**src/cpu_pkg.sv**
```systemverilog
package cpu_pkg;

    localparam int CLK_PERIOD_NS = 4;

    // Least strobe widths on the bus, rounded up to whole cycles
    localparam int ADDR_STROBE_NS = 20;
    localparam int DATA_STROBE_NS = 40;
    localparam int ADDR_STROBE_CYCLES =
        (ADDR_STROBE_NS + CLK_PERIOD_NS - 1) / CLK_PERIOD_NS;
    localparam int DATA_STROBE_CYCLES =
        (DATA_STROBE_NS + CLK_PERIOD_NS - 1) / CLK_PERIOD_NS;
    localparam int BUS_COUNT_WIDTH = 8;

    localparam int FLAG_LSB = 0;
    localparam int FLAG_WIDTH = 3;
    localparam int INT_ENABLE_BIT = 3;
    localparam int SENSE_A_BIT = 4;
    localparam int SENSE_B_BIT = 5;
    localparam int OVERFLOW_BIT = 6;
    localparam int CARRY_LINK_BIT = 7;

    localparam logic [2:0] FLAGS_RESET = 3'h0;
    localparam logic INT_ENABLE_RESET = 1'h0;
    localparam logic OVERFLOW_RESET = 1'h0;
    localparam logic CARRY_LINK_RESET = 1'h0;
    localparam logic [7:0] EXTENSION_RESET = 8'h00;
    localparam logic SERIAL_OUT_RESET = 1'h0;
    localparam logic [7:0] ACC_RESET = 8'h00;
    localparam logic [11:0] ADDRESS_RESET = 12'h000;

    localparam int SYNC_WIDTH = 8;
    localparam int PIN_RESET_N = 0;
    localparam int PIN_SENSE_A = 1;
    localparam int PIN_SENSE_B = 2;
    localparam int PIN_SERIAL_IN = 3;
    localparam int PIN_RUN_STOP = 4;
    localparam int PIN_BUS_WAIT = 5;
    localparam int PIN_BUS_REQUEST = 6;
    localparam int PIN_GRANT_IN = 7;

    typedef enum logic [3:0] {
        OP_NONE = 4'b0000,
        OP_ADD = 4'b0001,
        OP_COMPLEMENT_ADD = 4'b0010,
        OP_DECIMAL_ADD = 4'b0011,
        OP_SHIFT_RIGHT_LINKED = 4'b0100,
        OP_ROTATE_RIGHT_LINKED = 4'b0101,
        OP_INTERRUPT_ENABLE = 4'b0110,
        OP_INTERRUPT_DISABLE = 4'b0111,
        OP_COPY_ACC_TO_STATUS = 4'b1000,
        OP_COPY_STATUS_TO_ACC = 4'b1001,
        OP_SERIAL_SHIFT = 4'b1010,
        OP_EXCHANGE_EXTENSION = 4'b1011
    } op_t;

    typedef enum logic [2:0] {
        BUS_IDLE = 3'b000,
        BUS_SEEK = 3'b001,
        BUS_ADDR = 3'b010,
        BUS_DATA = 3'b011,
        BUS_DONE = 3'b100
    } bus_state_t;

    typedef struct packed {
        op_t op;
        logic use_extension;
        logic [7:0] acc;
        logic [7:0] operand;
    } op_req_t;

    typedef struct packed {
        logic [7:0] acc;
        logic [7:0] status;
    } op_resp_t;

    typedef struct packed {
        logic write;
        logic [3:0] io_status;
        logic [15:0] addr;
        logic [7:0] wdata;
    } bus_req_t;

endpackage

```
**src/cpu_status_bus.sv**
```systemverilog
// Notes on behaviour
// - Sense pins read into status bits 4, 5
// - Sense bits read only, never written
// - Interrupt enable op sets bit 3
// - Copy to status loads bit 3
// - Bit 3 set arms sense A interrupt
// - Interrupt disable op clears bit 3
// - Bit 3 clear: sense A plain input
// - Bits 0-2 drive flags, copy writes them
// - Binary and complement adds set overflow
// - Decimal add leaves overflow alone
// - Carry out sets bit 7 on adds
// - Link enters bit 7 on right ops; only rotate loads it from bit 0
// - Link is carry into bit 0
// - Reset pin low aborts operations
// - Serial shift: pin in, LSB to latch
// - Address strobe low only while address valid
// - Data pins: status/address, read, write data
// - Read strobe low, capture at trailing edge
// - Write strobe low only with valid data
// - Address pins hold through the access
// - Seek bus when line low, grant both high
// - Run/stop suspends without losing state
// - Wait input stretches cycles for stepping
`timescale 1ns/10ps
`default_nettype none
module cpu_status_bus (
    input wire logic clk,
    input wire logic reset,
    input wire logic active_low_reset,
    input wire logic sense_a_pin,
    input wire logic sense_b_pin,
    input wire logic serial_in_pin,
    input wire logic run_stop_input,
    input wire logic bus_wait_input,
    input wire logic bus_grant_in,
    input wire logic bus_request_line_in,
    output logic bus_request_line_out,
    output logic bus_request_line_oe,
    output logic bus_grant_out,
    output logic [2:0] flag_pins,
    output logic serial_out_pin,
    output logic interrupt_request,
    output logic address_strobe_n,
    output logic read_strobe_n,
    output logic read_strobe_oe,
    output logic write_strobe_n,
    output logic write_strobe_oe,
    output logic [11:0] address_pins,
    input wire logic [7:0] data_bus_pins_in,
    output logic [7:0] data_bus_pins_out,
    output logic data_bus_pins_oe,
    input wire logic op_valid,
    input wire cpu_pkg::op_req_t op_req,
    output logic op_ready,
    output logic op_done,
    output cpu_pkg::op_resp_t op_resp,
    output logic [7:0] processor_condition_register,
    input wire logic bus_valid,
    input wire cpu_pkg::bus_req_t bus_req,
    output logic bus_ready,
    output logic bus_ack,
    output logic [7:0] bus_rdata
);
    import cpu_pkg::*;

    logic [SYNC_WIDTH-1:0] pins_raw;
    logic [SYNC_WIDTH-1:0] pins_s;
    logic abort;
    logic running;
    logic [2:0] flags_reg;
    logic int_enable_reg;
    logic overflow_reg;
    logic carry_link_reg;
    logic [7:0] extension_reg;
    logic [7:0] status_now;
    logic [7:0] operand;
    logic [8:0] sum;
    logic op_take;
    bus_state_t bus_state_reg;
    bus_state_t bus_state_next;
    logic [BUS_COUNT_WIDTH-1:0] bus_count_reg;
    bus_req_t bus_hold_reg;
    logic count_end;
    logic seeking_reg;

    assign pins_raw = {bus_grant_in, bus_request_line_in, bus_wait_input,
                       run_stop_input, serial_in_pin, sense_b_pin,
                       sense_a_pin, active_low_reset};

    pin_sync #(
        .WIDTH(SYNC_WIDTH)
    ) u_pin_sync (
        .clk(clk),
        .reset(reset),
        .pin_in(pins_raw),
        .level_out(pins_s)
    );

    // Abort lasts until the pin clears the synchroniser
    assign abort = reset || !pins_s[PIN_RESET_N];
    assign running = pins_s[PIN_RUN_STOP];

    function automatic logic [8:0] binary_add(input logic [7:0] a,
                                              input logic [7:0] b,
                                              input logic cin);
        binary_add = {1'b0, a} + {1'b0, b} + {8'h00, cin};
    endfunction

    function automatic logic [8:0] decimal_add(input logic [7:0] a,
                                               input logic [7:0] b,
                                               input logic cin);
        logic [4:0] low;
        logic [4:0] high;
        logic low_carry;
        low = {1'b0, a[3:0]} + {1'b0, b[3:0]} + {4'h0, cin};
        low_carry = (low > 5'h09);
        if (low_carry) begin
            low = low + 5'h06;
        end
        high = {1'b0, a[7:4]} + {1'b0, b[7:4]} + {4'h0, low_carry};
        if (high > 5'h09) begin
            high = high + 5'h06;
            decimal_add = {1'b1, high[3:0], low[3:0]};
        end else begin
            decimal_add = {1'b0, high[3:0], low[3:0]};
        end
    endfunction

    function automatic logic signed_overflow(input logic [7:0] a,
                                             input logic [7:0] b,
                                             input logic [7:0] r);
        signed_overflow = (a[7] == b[7]) && (r[7] != a[7]);
    endfunction

    always_comb begin
        status_now = 8'h00;
        status_now[FLAG_LSB +: FLAG_WIDTH] = flags_reg;
        status_now[INT_ENABLE_BIT] = int_enable_reg;
        status_now[SENSE_A_BIT] = pins_s[PIN_SENSE_A];
        status_now[SENSE_B_BIT] = pins_s[PIN_SENSE_B];
        status_now[OVERFLOW_BIT] = overflow_reg;
        status_now[CARRY_LINK_BIT] = carry_link_reg;
    end

    // Extension form replaces the operand; complement form inverts it
    always_comb begin
        operand = op_req.use_extension ? extension_reg : op_req.operand;
        if (op_req.op == OP_COMPLEMENT_ADD) begin
            operand = ~operand;
        end
        if (op_req.op == OP_DECIMAL_ADD) begin
            sum = decimal_add(op_req.acc, operand, carry_link_reg);
        end else begin
            sum = binary_add(op_req.acc, operand, carry_link_reg);
        end
    end

    assign op_take = op_valid && op_ready;

    always_ff @(posedge clk) begin
        if (abort) begin
            op_ready <= 1'b0;
        end else begin
            op_ready <= running && !op_take;
        end
    end

    always_ff @(posedge clk) begin
        if (abort) begin
            flags_reg <= FLAGS_RESET;
            int_enable_reg <= INT_ENABLE_RESET;
        end else if (op_take) begin
            case (op_req.op)
                OP_INTERRUPT_ENABLE: begin
                    int_enable_reg <= 1'b1;
                end
                OP_INTERRUPT_DISABLE: begin
                    int_enable_reg <= 1'b0;
                end
                OP_COPY_ACC_TO_STATUS: begin
                    int_enable_reg <= op_req.acc[INT_ENABLE_BIT];
                    flags_reg <= op_req.acc[FLAG_LSB +: FLAG_WIDTH];
                end
                default: begin
                end
            endcase
        end
    end

    always_ff @(posedge clk) begin
        if (abort) begin
            overflow_reg <= OVERFLOW_RESET;
            carry_link_reg <= CARRY_LINK_RESET;
        end else if (op_take) begin
            case (op_req.op)
                OP_ADD, OP_COMPLEMENT_ADD: begin
                    carry_link_reg <= sum[8];
                    overflow_reg <= signed_overflow(op_req.acc, operand,
                                                    sum[7:0]);
                end
                OP_DECIMAL_ADD: begin
                    carry_link_reg <= sum[8];
                end
                OP_ROTATE_RIGHT_LINKED: begin
                    carry_link_reg <= op_req.acc[0];
                end
                OP_COPY_ACC_TO_STATUS: begin
                    overflow_reg <= op_req.acc[OVERFLOW_BIT];
                    carry_link_reg <= op_req.acc[CARRY_LINK_BIT];
                end
                default: begin
                end
            endcase
        end
    end

    // Output latch keeps the shifted-out bit while the register moves on
    always_ff @(posedge clk) begin
        if (abort) begin
            extension_reg <= EXTENSION_RESET;
            serial_out_pin <= SERIAL_OUT_RESET;
        end else if (op_take) begin
            if (op_req.op == OP_SERIAL_SHIFT) begin
                extension_reg <= {pins_s[PIN_SERIAL_IN],
                                  extension_reg[7:1]};
                serial_out_pin <= extension_reg[0];
            end else if (op_req.op == OP_EXCHANGE_EXTENSION) begin
                extension_reg <= op_req.acc;
            end
        end
    end

    always_ff @(posedge clk) begin
        if (abort) begin
            op_done <= 1'b0;
            op_resp <= '0;
        end else begin
            op_done <= op_take;
            if (op_take) begin
                op_resp.status <= status_now;
                case (op_req.op)
                    OP_ADD, OP_COMPLEMENT_ADD, OP_DECIMAL_ADD: begin
                        op_resp.acc <= sum[7:0];
                    end
                    OP_SHIFT_RIGHT_LINKED, OP_ROTATE_RIGHT_LINKED: begin
                        op_resp.acc <= {carry_link_reg,
                                        op_req.acc[7:1]};
                    end
                    OP_COPY_STATUS_TO_ACC: begin
                        op_resp.acc <= status_now;
                    end
                    OP_EXCHANGE_EXTENSION: begin
                        op_resp.acc <= extension_reg;
                    end
                    default: begin
                        op_resp.acc <= op_req.acc;
                    end
                endcase
            end
        end
    end

    always_ff @(posedge clk) begin
        if (abort) begin
            processor_condition_register <= 8'h00;
            flag_pins <= FLAGS_RESET;
            interrupt_request <= 1'b0;
        end else begin
            processor_condition_register <= status_now;
            flag_pins <= flags_reg;
            // Sense A only requests service while armed
            interrupt_request <= int_enable_reg &&
                                 pins_s[PIN_SENSE_A];
        end
    end

    assign count_end = (bus_count_reg == '0);

    always_comb begin
        bus_state_next = bus_state_reg;
        case (bus_state_reg)
            BUS_IDLE: begin
                if (bus_valid && bus_ready) begin
                    bus_state_next = BUS_SEEK;
                end
            end
            BUS_SEEK: begin
                if (seeking_reg && pins_s[PIN_BUS_REQUEST] &&
                    pins_s[PIN_GRANT_IN]) begin
                    bus_state_next = BUS_ADDR;
                end
            end
            BUS_ADDR: begin
                if (count_end) begin
                    bus_state_next = BUS_DATA;
                end
            end
            BUS_DATA: begin
                // Wait input low stretches the data phase
                if (count_end && pins_s[PIN_BUS_WAIT]) begin
                    bus_state_next = BUS_DONE;
                end
            end
            BUS_DONE: begin
                bus_state_next = BUS_IDLE;
            end
            default: begin
                bus_state_next = BUS_IDLE;
            end
        endcase
    end

    always_ff @(posedge clk) begin
        if (abort) begin
            bus_state_reg <= BUS_IDLE;
        end else if (running || bus_state_reg != BUS_IDLE) begin
            bus_state_reg <= bus_state_next;
        end
    end

    always_ff @(posedge clk) begin
        if (abort) begin
            bus_count_reg <= '0;
        end else if (bus_state_next == BUS_ADDR &&
                     bus_state_reg != BUS_ADDR) begin
            bus_count_reg <= BUS_COUNT_WIDTH'(ADDR_STROBE_CYCLES - 1);
        end else if (bus_state_next == BUS_DATA &&
                     bus_state_reg != BUS_DATA) begin
            bus_count_reg <= BUS_COUNT_WIDTH'(DATA_STROBE_CYCLES - 1);
        end else if (!count_end) begin
            bus_count_reg <= bus_count_reg - 1'b1;
        end
    end

    always_ff @(posedge clk) begin
        if (abort) begin
            bus_ready <= 1'b0;
            bus_hold_reg <= '0;
        end else begin
            bus_ready <= running && bus_state_next == BUS_IDLE &&
                         !(bus_valid && bus_ready);
            if (bus_valid && bus_ready) begin
                bus_hold_reg <= bus_req;
            end
        end
    end

    // Seek only after the shared line was seen low, then hold it high
    always_ff @(posedge clk) begin
        if (abort) begin
            seeking_reg <= 1'b0;
        end else if (bus_state_reg == BUS_SEEK && !seeking_reg) begin
            seeking_reg <= !pins_s[PIN_BUS_REQUEST];
        end else if (bus_state_reg == BUS_DONE) begin
            seeking_reg <= 1'b0;
        end
    end

    always_ff @(posedge clk) begin
        if (abort) begin
            bus_request_line_out <= 1'b0;
            bus_request_line_oe <= 1'b0;
            bus_grant_out <= 1'b0;
        end else begin
            bus_request_line_out <= 1'b1;
            bus_request_line_oe <= seeking_reg && bus_state_next != BUS_IDLE;
            // Pass the grant down the chain when not using the bus
            bus_grant_out <= pins_s[PIN_GRANT_IN] && !seeking_reg;
        end
    end

    always_ff @(posedge clk) begin
        if (abort) begin
            address_strobe_n <= 1'b1;
            read_strobe_n <= 1'b1;
            write_strobe_n <= 1'b1;
            read_strobe_oe <= 1'b0;
            write_strobe_oe <= 1'b0;
        end else begin
            address_strobe_n <= !(bus_state_next == BUS_ADDR);
            read_strobe_n <= !(bus_state_next == BUS_DATA &&
                               !bus_hold_reg.write);
            write_strobe_n <= !(bus_state_next == BUS_DATA &&
                                bus_hold_reg.write);
            read_strobe_oe <= bus_state_next == BUS_ADDR ||
                              bus_state_next == BUS_DATA;
            write_strobe_oe <= bus_state_next == BUS_ADDR ||
                               bus_state_next == BUS_DATA;
        end
    end

    // Address pins stay put until the next address phase
    always_ff @(posedge clk) begin
        if (abort) begin
            address_pins <= ADDRESS_RESET;
        end else if (bus_state_next == BUS_ADDR &&
                     bus_state_reg != BUS_ADDR) begin
            address_pins <= bus_hold_reg.addr[11:0];
        end
    end

    always_ff @(posedge clk) begin
        if (abort) begin
            data_bus_pins_out <= 8'h00;
            data_bus_pins_oe <= 1'b0;
        end else if (bus_state_next == BUS_ADDR) begin
            data_bus_pins_out <= {bus_hold_reg.io_status,
                                  bus_hold_reg.addr[15:12]};
            data_bus_pins_oe <= 1'b1;
        end else if (bus_state_next == BUS_DATA && bus_hold_reg.write) begin
            data_bus_pins_out <= bus_hold_reg.wdata;
            data_bus_pins_oe <= 1'b1;
        end else begin
            data_bus_pins_oe <= 1'b0;
        end
    end

    // Captured in the last strobe cycle: the trailing edge
    always_ff @(posedge clk) begin
        if (abort) begin
            bus_ack <= 1'b0;
            bus_rdata <= 8'h00;
        end else begin
            bus_ack <= bus_state_reg == BUS_DATA &&
                       bus_state_next == BUS_DONE;
            if (bus_state_reg == BUS_DATA && bus_state_next == BUS_DONE &&
                !bus_hold_reg.write) begin
                bus_rdata <= data_bus_pins_in;
            end
        end
    end
endmodule
`default_nettype wire

```
**src/pin_sync.sv**
```systemverilog
`timescale 1ns/10ps
`default_nettype none
module pin_sync #(
    parameter int WIDTH = 8
) (
    input wire logic clk,
    input wire logic reset,
    input wire logic [WIDTH-1:0] pin_in,
    output logic [WIDTH-1:0] level_out
);
    logic [WIDTH-1:0] stage1_reg;
    logic [WIDTH-1:0] stage2_reg;
    logic [WIDTH-1:0] stage3_reg;

    always_ff @(posedge clk) begin
        if (reset) begin
            stage1_reg <= '0;
            stage2_reg <= '0;
            stage3_reg <= '0;
        end else begin
            stage1_reg <= pin_in;
            stage2_reg <= stage1_reg;
            stage3_reg <= stage2_reg;
        end
    end

    // A bit counts only once two settled stages agree
    genvar i;
    generate
        for (i = 0; i < WIDTH; i++) begin : g_bit
            always_ff @(posedge clk) begin
                if (reset) begin
                    level_out[i] <= 1'b0;
                end else if (stage2_reg[i] == stage3_reg[i]) begin
                    level_out[i] <= stage3_reg[i];
                end
            end
        end
    endgenerate
endmodule
`default_nettype wire
```
**config.mk**
```make
export PLATFORM = sky130hd
export DESIGN_NAME = cpu_status_bus
export DESIGN_NICKNAME = d
export VERILOG_FILES = /design/src/cpu_pkg.sv /design/src/cpu_status_bus.sv /design/src/pin_sync.sv
export SDC_FILE = /design/constraint.sdc
export NUM_CORES = 1
export LEC_CHECK = 0
export ABC_AREA = 0
export ABC_CLOCK_PERIOD_IN_PS = 6600
export CELL_PAD_IN_SITES_DETAIL_PLACEMENT = 2
export CELL_PAD_IN_SITES_GLOBAL_PLACEMENT = 2
export CORE_ASPECT_RATIO = 1.2
export CORE_MARGIN = 4
export CORE_UTILIZATION = 37
export DETAILED_ROUTE_END_ITERATION = 8
export DONT_BUFFER_PORTS = 1
export PLACE_DENSITY_LB_ADDON = 0.3
export SLEW_MARGIN = 5
export SYNTH_ARGS = -nofsm -noshare
export SYNTH_HDL_FRONTEND = slang
export SYNTH_SLANG_ARGS = --single-unit
```
**constraint.sdc**
```tcl
create_clock -name clk -period 6.6 [get_ports clk]
set_input_delay 0.66 -clock clk [delete_from_list [all_inputs] [get_ports clk]]
set_output_delay 0.66 -clock clk [all_outputs]
set_load 0.05 [all_outputs]
```
==> results.txt, run 1 <==
Initial Utilization - 37.5%
vias in the first global route - 6,277
Lkg Pwr - 2.49 nW
via count - 5,821
die height - 156 um
I/O Buffers - 0
Clk pin slew, worst setup/hold paths - 60 ps
Fin Setup TNS - 0 ps
Largest stage delay, worst path - 470 ps
total congestion overflow - 0
max frequency - 177 MHz
Worst Hold Class - in2reg
post-synth top area cell - dfxtp_1
CP startpoint kind - input pin
die area - 20,600 um^2
HPWL Detailed - 16.3 mm
DRC - 0
Syn Inst Count - 800
wire length per cell - 21.9 um
CTS tree - built
critical path buffer and inverter count - 3
# resized after CTS - 0
total power - 2.03 mW
clk sinks - 153
DIE WIDTH - 132 um
Synth warnings - 0
IO Pins - 140
largest cells by area after synthesis - dfxtp_1 45%, nand2_1 7.5%, a21oi_1 7.2%
family with the most delay on the worst path - adder cells
root buf cell - clkbuf_16
worst r2r src - extension_reg[0]$_SDFFE_PN0P_
register area share after synthesis - 45.1%
post-route clock period utilization - 85.4%
Clock Skew - 16.0 ps
vias per cell - 5.75
RSZ-0062 raised after global routing - no
Total Routing Usage GR - 21.4%
first-pass GRT wire length - 34.9 mm
nets@finish - 858
Clk Latency, worst-skew pair - 430 ps
CP startpoint - op_req[17]
Clock H-tree levels - 4
initial antenna violation count - 0
peak fanout along the critical path - 17
Starting DRT DRC Count - 254
placed insts - 980
crit path DAT - 5950 ps
Syn Std Cell Area - 6790 um^2
CP endpoint kind - flip-flop
worst hold margin - 307 ps
flops & latches, synth - 153
DRT antenna net count - 0
max FFs per register - 29
total wire length - 22.1 mm
Power per Cell Area - 272 nW/um^2
Site Rows - 54
Post-synth EDFFs - 0
hold path start - reset
share of layout cells above drive strength 1 - 6.85%
required time of the critical path - 6920 ps
Setup violations, final - 0
syn_area_per_cell - 8.49 um^2
Max Cap Viol - 0
Core ar. - 18,100 um^2
Worst slew margin - 28.3%
GPL Wtd Cong - 0.888
minimum clock period - 5640 ps
Netlist cell types - 70
Slowest cell on crit path - fa_1
clock tree buffer depth - 2
hold buffer count at cts - 0
Worst-Margin Slew - 1070 ps
Final Hold Fails - 0
Layout Cells excl Fill - 1,012
CTS Buf Count - 17
WS Path Type - in2reg
worst vdd ir - 0.187 mV
most frequent CP cell - fa_1
run status - finished, final reports clean
Max Slew Vio Count - 0
first-pass iteration count of the detailed router - 4
Syn Nets - 883
main flop type after synthesis - dfxtp_1
Post-CTS Setup Inserts - 0
Ant. Diodes - 0
largest net degree at the start of global routing - 46
CP Cell Sequence - inv_1, nand2_1, nor3_2, buf_4, xor2_1, fa_1, nor2b_1, nor2_1, xor2_1, ha_1, a221oi_1, maj3_1, or2_2, fa_1, inv_1, fa_1, ha_1, nor4_1, mux2i_1, o311ai_1, a211oi_1
Area growth syn-to-layout - 9.93%
Synth top area share - 45.1%
asr flop ratio synth - 0%
power by group:
group	internal [mW]	switching (mW)	total, mW	leakage, nW
clock network	0.543	0.403	0.947	0.277
registers	0.929	0.00258	0.932	1.24
logic	0.0653	0.0896	0.155	0.981
final cells by class:
type / instances / area (um^2)
fill: 2022 / 10600
tap: 224 / 280
timing repair buffer: 5 / 37.5
multi-input combinational: 573 / 3420
clock buffer: 20 / 457
inverter: 25 / 93.8
clock inverter: 12 / 116
sequential: 153 / 3060
layer usage:
metal  vias up  GRT usage, %  part of all wire [%]
li1       2739             -                     -
met1      2887          22.3                    39
met2       154          40.7                    53
met3        41          6.21                   5.2
met4         0          8.55                   3.0
met5         -             0                     0
cell usage after synthesis, types with 3 or more instances:
| master | number |
|---|---|
| o21a_1 | 4 |
| a221oi_1 | 7 |
| nor2b_1 | 32 |
| xnor2_1 | 10 |
| and2_1 | 12 |
| buf_1 | 3 |
| a21o_1 | 5 |
| mux2i_1 | 22 |
| nand2b_1 | 13 |
| nor3_1 | 18 |
| fa_1 | 3 |
| buf_2 | 7 |
| a211oi_1 | 5 |
| a31oi_1 | 6 |
| inv_1 | 24 |
| xor2_1 | 7 |
| nand2_1 | 135 |
| ha_1 | 10 |
| nor2_1 | 49 |
| clkbuf_1 | 33 |
| and3_1 | 7 |
| or3_1 | 4 |
| nand3_1 | 13 |
| o21ai_0 | 35 |
| buf_4 | 5 |
| or2_2 | 4 |
| a21oi_1 | 98 |
| dfxtp_1 | 153 |
| nor3b_1 | 3 |
| o221ai_1 | 17 |
| a32oi_1 | 3 |
placed cells by master, fill, tap and decap left out, types with 6 or more instances in the layout:
| cell type | Yosys | layout |
|---|---|---|
| nor2_1 | 49 | 49 |
| nand2b_1 | 13 | 12 |
| nor3_1 | 18 | 18 |
| mux2i_1 | 22 | 22 |
| clkbuf_16 | 0 | 17 |
| ha_1 | 10 | 10 |
| o21ai_0 | 35 | 35 |
| xnor2_1 | 10 | 10 |
| a21oi_1 | 98 | 98 |
| a221oi_1 | 7 | 7 |
| xor2_1 | 7 | 7 |
| o221ai_1 | 17 | 17 |
| and3_1 | 7 | 7 |
| dfxtp_1 | 153 | 153 |
| nand2_1 | 135 | 135 |
| inv_1 | 24 | 24 |
| nor2b_1 | 32 | 32 |
| and2_1 | 12 | 12 |
| a31oi_1 | 6 | 6 |
| nand3_1 | 13 | 13 |
worst paths after layout:
kind	to	slack, ps	cells after the start
worst max-delay path	op_resp[14]$_SDFFE_PN0P_	960	21
worst max register to register	op_resp[14]$_SDFFE_PN0P_	1510	18
worst min-delay path	u_pin_sync.level_out[0]$_SDFFE_PP0N_	310	1
worst min register to register	u_pin_sync.stage2_reg[1]$_SDFF_PP0_	440	1
metrics by stage:
| step | setup WS [ps] | area, um^2 | util [%] |
|---|---|---|---|
| global placement | 936 | 6890 | 38.1 |
| global route | 624 | 7460 | 41.2 |
| finish | 962 | 7460 | 41.2 |
| CTS | 1020 | 7460 | 41.2 |
| floorplan | 1020 | 6790 | - |
| detailed placement | 638 | 6890 | 38.1 |
cells by family after synthesis:
group | synth area share, %
buffers and inverters | 4.61
muxes | 3.58
and+or+nand+nor | 21.7
xor gates and xnor gates | 2.19
DFF | 45.1
adders and majority gates | 2.88
AOI/OAI and AO/OA | 19.9
Note: power is estimated with default switching activity, not from simulation.
==> run 2, diff against run 1 <==
--- a/config.mk
+++ b/config.mk
@@ -14,6 +14,7 @@
 export CORE_UTILIZATION = 37
 export DETAILED_ROUTE_END_ITERATION = 8
 export DONT_BUFFER_PORTS = 1
+export MAX_ROUTING_LAYER = met4
 export PLACE_DENSITY_LB_ADDON = 0.3
 export SLEW_MARGIN = 5
 export SYNTH_ARGS = -nofsm -noshare
==> results.txt, run 2 (same netlist as run 1, synthesis figures left out) <==
Max Slew Vio Count - 0
Post-CTS Setup Inserts - 0
total wire length - 21.8 mm
initial antenna violation count - 0
Final Hold Fails - 0
Clock H-tree levels - 4
Clk network pwr share - 47.5%
die area - 20,600 um^2
required time of the critical path - 6940 ps
run status - finished, final reports clean
crit path DAT - 5900 ps
via count - 5,775
Starting DRT DRC Count - 304
Setup violations, final - 0
# resized after CTS - 0
CP Cell Sequence - inv_1, nand2_1, nor3_2, buf_4, xor2_1, fa_1, nor2b_1, nor2_1, xor2_1, ha_1, a221oi_1, maj3_1, or2_2, fa_1, inv_1, fa_1, ha_1, nor4_1, mux2i_1, o311ai_1, a211oi_1
Lkg Pwr - 2.50 nW
root buf cell - clkbuf_16
wire length per cell - 21.6 um
Fin Setup TNS - 0 ps
die height - 156 um
final instance area - 7480 um^2
commonest non-fill, non-tap cells in the layout - 153 x dfxtp_1, 135 x nand2_1, 98 x a21oi_1
Clk pin slew, worst setup/hold paths - 70 ps
combinational power share - 7.4%
Power per Cell Area - 276 nW/um^2
DIE WIDTH - 132 um
Area growth syn-to-layout - 10.2%
first-pass iteration count of the detailed router - 5
max FFs per register - 29
first-pass GRT wire length - 34.9 mm
Total Routing Usage GR - 21.9%
largest net degree at the start of global routing - 46
share of layout cells above drive strength 1 - 6.98%
post-route clock period utilization - 84.2%
DRC - 0
Initial Utilization - 37.5%
Worst-Margin Slew - 1070 ps
most common cell after layout, fill and taps aside - dfxtp_1
IO Pins - 140
CTS tree - built
GPL Wtd Cong - 0.873
Slowest cell on crit path - fa_1
clk sinks - 153
CTS Buf Count - 17
Worst slew margin - 28.5%
Internal Power - 1.56 mW
minimum clock period - 5560 ps
switching power - 0.506 mW
HPWL Detailed - 16.2 mm
Clk Latency, worst-skew pair - 430 ps
worst vdd ir - 0.205 mV
Core ar. - 18,100 um^2
Worst Hold Class - in2reg
hold buffer count at cts - 0
vias per cell - 5.71
Ant. Diodes - 0
Largest stage delay, worst path - 460 ps
Clock Skew - 8.11 ps
CP endpoint kind - flip-flop
WS Path Type - in2reg
final core occ - 41.3%
most frequent CP cell - fa_1
vias in the first global route - 6,315
Post-DP Area - 6890 um^2
critical path buffer and inverter count - 3
nets@finish - 858
Net Sw Frac - 24.5%
family with the most delay on the worst path - adder cells
total congestion overflow - 0
DRT antenna net count - 0
Seq pwr share - 45.1%
Site Rows - 54
CP startpoint kind - input pin
max frequency - 180 MHz
Max Cap Viol - 0
RSZ-0062 raised after global routing - no
I/O Buffers - 0
clock tree buffer depth - 2
peak fanout along the critical path - 17
## run 2: cell types whose count changed in the layout (fill, tap and decap cells not counted)
cell | previous run | this run
clkinv_4 | 4 | 1
bufinv_16 | 1 | 2
clkbuf_8 | 2 | 0
clkbuf_1 | 1 | 0
inv_8 | 0 | 1
clkinvlp_4 | 2 | 4
inv_6 | 3 | 5
## run 2: worst register-to-register path, cell delays in order, from the launching register on
cell	delay [ps]
dfxtp_1	380
mux2i_1	120
xor2_1	170
fa_1	430
nor2b_1	280
nor2_1	100
xor2_1	200
ha_1	240
a221oi_1	100
maj3_1	400
or2_2	300
fa_1	400
inv_1	90
fa_1	470
ha_1	270
nor4_1	380
mux2i_1	250
o311ai_1	130
a211oi_1	250
## run 2: power by group through the flow
stage | clock network, mW | registers (mW) | logic [mW]
6_report | 0.980 | 0.932 | 0.152
5_1_grt | 1.05 | 0.932 | 0.170
3_5_place_dp | 0 | 0.953 | 0.151
3_3_place_gp | 0 | 0.952 | 0.144
2_1_floorplan | 0 | 0.951 | 0.125
4_1_cts | 1.01 | 0.932 | 0.152
## run 2: final cells by class
| cell class | count | area [um^2] |
|---|---|---|
| Clock buffer | 17 | 425 |
| Clock inverter | 15 | 164 |
| Fill cell | 2023 | 10600 |
| Inverter | 25 | 93.8 |
| Multi-Input combinational cell | 573 | 3420 |
| Sequential cell | 153 | 3060 |
| Tap cell | 224 | 280 |
| Timing Repair Buffer | 5 | 37.5 |
## run 2: worst paths after layout
kind | startpoint | endpoint | slack [ps] | depth (start not counted)
worst max-delay path | op_req[17] | op_resp[14]$_SDFFE_PN0P_ | 1040 | 21
worst min-delay path | reset | u_pin_sync.stage1_reg[7]$_SDFF_PP0_ | 300 | 1
worst max register to register | extension_reg[0]$_SDFFE_PN0P_ | op_resp[14]$_SDFFE_PN0P_ | 1570 | 18
worst min register to register | u_pin_sync.stage1_reg[0]$_SDFF_PP0_ | u_pin_sync.stage2_reg[0]$_SDFF_PP0_ | 440 | 1
## run 2: metrics by stage
step | instances | hold slack, ps | setup slack [ps] | power (mW)
2_1_floorplan | 800 | 414 | 1020 | 1.08
3_3_place_gp | 980 | 420 | 933 | 1.10
3_5_place_dp | 980 | 429 | 663 | 1.10
4_1_cts | 1012 | 273 | 1110 | 2.09
5_1_grt | 1012 | 269 | 749 | 2.16
6_report | 1012 | 297 | 1040 | 2.06
## run 2: metal layers
metal  vias up  part of all wire, %  track usage (%)
li1       2744                    -                -
met1      2870                   41             23.8
met2       126                   53             39.9
met3        35                  4.5             5.05
met4         0                  2.0             6.60
met5         -                    0                -
==> run 3, diff against run 2 <==
--- a/config.mk
+++ b/config.mk
@@ -6,7 +6,7 @@
 export NUM_CORES = 1
 export LEC_CHECK = 0
 export ABC_AREA = 0
-export ABC_CLOCK_PERIOD_IN_PS = 6600
+export ABC_CLOCK_PERIOD_IN_PS = 5700
 export CELL_PAD_IN_SITES_DETAIL_PLACEMENT = 2
 export CELL_PAD_IN_SITES_GLOBAL_PLACEMENT = 2
 export CORE_ASPECT_RATIO = 1.2
==> constraint.sdc (replaced) <==
create_clock -name clk -period 5.7 [get_ports clk]
set_input_delay 0.57 -clock clk [delete_from_list [all_inputs] [get_ports clk]]
set_output_delay 0.57 -clock clk [all_outputs]
set_load 0.05 [all_outputs]
==> results.txt, run 3 (same netlist as run 1, synthesis figures left out) <==
hold path start - reset
wire length per cell - 22.1 um
first-pass GRT wire length - 36.1 mm
DRT antenna net count - 0
Starting DRT DRC Count - 293
DIE WIDTH - 132 um
final instance area - 7460 um^2
IO Pins - 140
CTS Buf Count - 17
nets@finish - 859
switching power - 0.592 mW
GPL Wtd Cong - 0.887
Seq pwr share - 46.2%
HPWL Detailed - 16.3 mm
Clk Latency, worst-skew pair - 430 ps
Worst slew margin - 20.8%
Total Routing Usage GR - 22.7%
worst r2r src - extension_reg[0]$_SDFFE_PN0P_
Post-CTS Setup Inserts - 0
r2r setup slk - 560 ps
share of layout cells above drive strength 1 - 7.10%
most common cell after layout, fill and taps aside - dfxtp_1
via count - 5,848
die area - 20,600 um^2
# resized after CTS - 0
Clk network pwr share - 46.0%
Lkg Pwr - 2.49 nW
Power per Cell Area - 313 nW/um^2
fill count - 2,039
largest net degree at the start of global routing - 83
Site Rows - 54
hold buffer count at cts - 0
Worst Hold Path Cells - 1
Layout Cells excl Fill - 1,013
met2 Use GR - 41.9%
Core ar. - 18,100 um^2
I/O Buffers - 0
Area growth syn-to-layout - 9.84%
met3 Use GR - 4.76%
post-route clock period utilization - 91.3%
Net Sw Frac - 25.3%
Internal Power - 1.74 mW
Worst-Margin Slew - 1180 ps
clock tree buffer depth - 2
Clk pin slew, worst setup/hold paths - 70 ps
Initial Utilization - 37.5%
max FFs per register - 29
Max Cap Viol - 0
combinational power share - 7.8%
RSZ-0062 raised after global routing - no
commonest non-fill, non-tap cells in the layout - 153 x dfxtp_1, 135 x nand2_1, 98 x a21oi_1
max frequency - 192 MHz
Post-DP Area - 6900 um^2
placed insts - 981
first-pass iteration count of the detailed router - 4
Setup violations, final - 0
required time of the critical path - 6000 ps
Final Hold Fails - 0
clk sinks - 153
vias per cell - 5.77
Hold Path Sink - u_pin_sync.stage1_reg[0]$_SDFF_PP0_
peak fanout along the critical path - 17
Clock H-tree levels - 4
Clock Skew - 9.73 ps
total wire length - 22.4 mm
Reg2Reg Capture Point - op_resp[15]$_SDFFE_PN0P_
CP startpoint kind - input pin
die height - 156 um
GRT met1 Usage - 24.0%
Max Slew Vio Count - 0
vias in the first global route - 6,442
run status - finished, final reports clean
Register-to-Register Path Depth - 18
DRC - 0
GR peak layer - met2
Fin Setup TNS - 0 ps
initial antenna violation count - 0
CTS tree - built
WS Path Type - in2reg
worst vdd ir - 0.191 mV
minimum clock period - 5200 ps
crit path DAT - 5510 ps
CP endpoint kind - flip-flop
root buf cell - clkbuf_16
Ant. Diodes - 0
Worst Hold Class - in2reg
total congestion overflow - 0
run 3: power groups by stage:
stage,combinational (mW),sequential (mW),clock [mW]
floorplan,0.145,1.10,0
global placement,0.167,1.10,0
detailed placement,0.180,1.10,0
CTS,0.182,1.08,1.11
global route,0.202,1.08,1.16
finish,0.182,1.08,1.07
run 3: worst max-delay path, cell delays in order:
cell	delay [ps]
inv_1	50
nand2_1	80
nor3_2	230
buf_4	200
xnor2_1	70
ha_1	320
nor2b_1	310
nor2_1	110
xor2_1	200
ha_1	240
a221oi_1	100
maj3_1	410
or2_2	300
fa_1	410
inv_1	90
fa_1	470
ha_1	270
a2111oi_1	600
nor3_1	110
nor3_1	230
o21ai_0	120
run 3: how the worst max path moves through the flow:
stage	slack [ps]	start	to	cells past startpoint
after floorplan	210	op_req[19]	op_resp[14]$_SDFFE_PN0P_	20
after global placement	480	op_req[17]	overflow_reg$_SDFFE_PN0P_	21
after detailed placement	110	op_req[17]	overflow_reg$_SDFFE_PN0P_	21
after CTS	520	op_req[17]	overflow_reg$_SDFFE_PN0P_	21
after global routing	80	op_req[17]	op_resp[15]$_SDFFE_PN0P_	21
final	500	op_req[17]	op_resp[15]$_SDFFE_PN0P_	21
run 3: through the flow:
stage          hold WS [ps]  power [mW]  utilization (%)  setup slack [ps]
2_1_floorplan           414        1.25                -               206
3_3_place_gp            415        1.27             38.1               478
3_5_place_dp            441        1.28             38.1               113
4_1_cts                 185        2.37             41.2               519
5_1_grt                 180        2.44             41.2              75.1
6_report                209        2.33             41.2               495
run 3: cell type report:
cell class | count | area, um^2 | share of cell area, %
Clock buffer | 19 | 453 | 6.07
Clock inverter | 13 | 106 | 1.43
Inverter | 25 | 93.8 | 1.26
Multi-Input combinational cell | 573 | 3420 | 45.8
Sequential cell | 153 | 3060 | 41.1
Tap cell | 224 | 280 | 3.76
Timing Repair Buffer | 6 | 45.0 | 0.604
run 3: routing by layer:
metal / share of wire [%] / routed length, um
met1: 39 / 8700
met2: 54 / 12100
met3: 4.7 / 1060
met4: 2.5 / 563
met5: 0 / 0
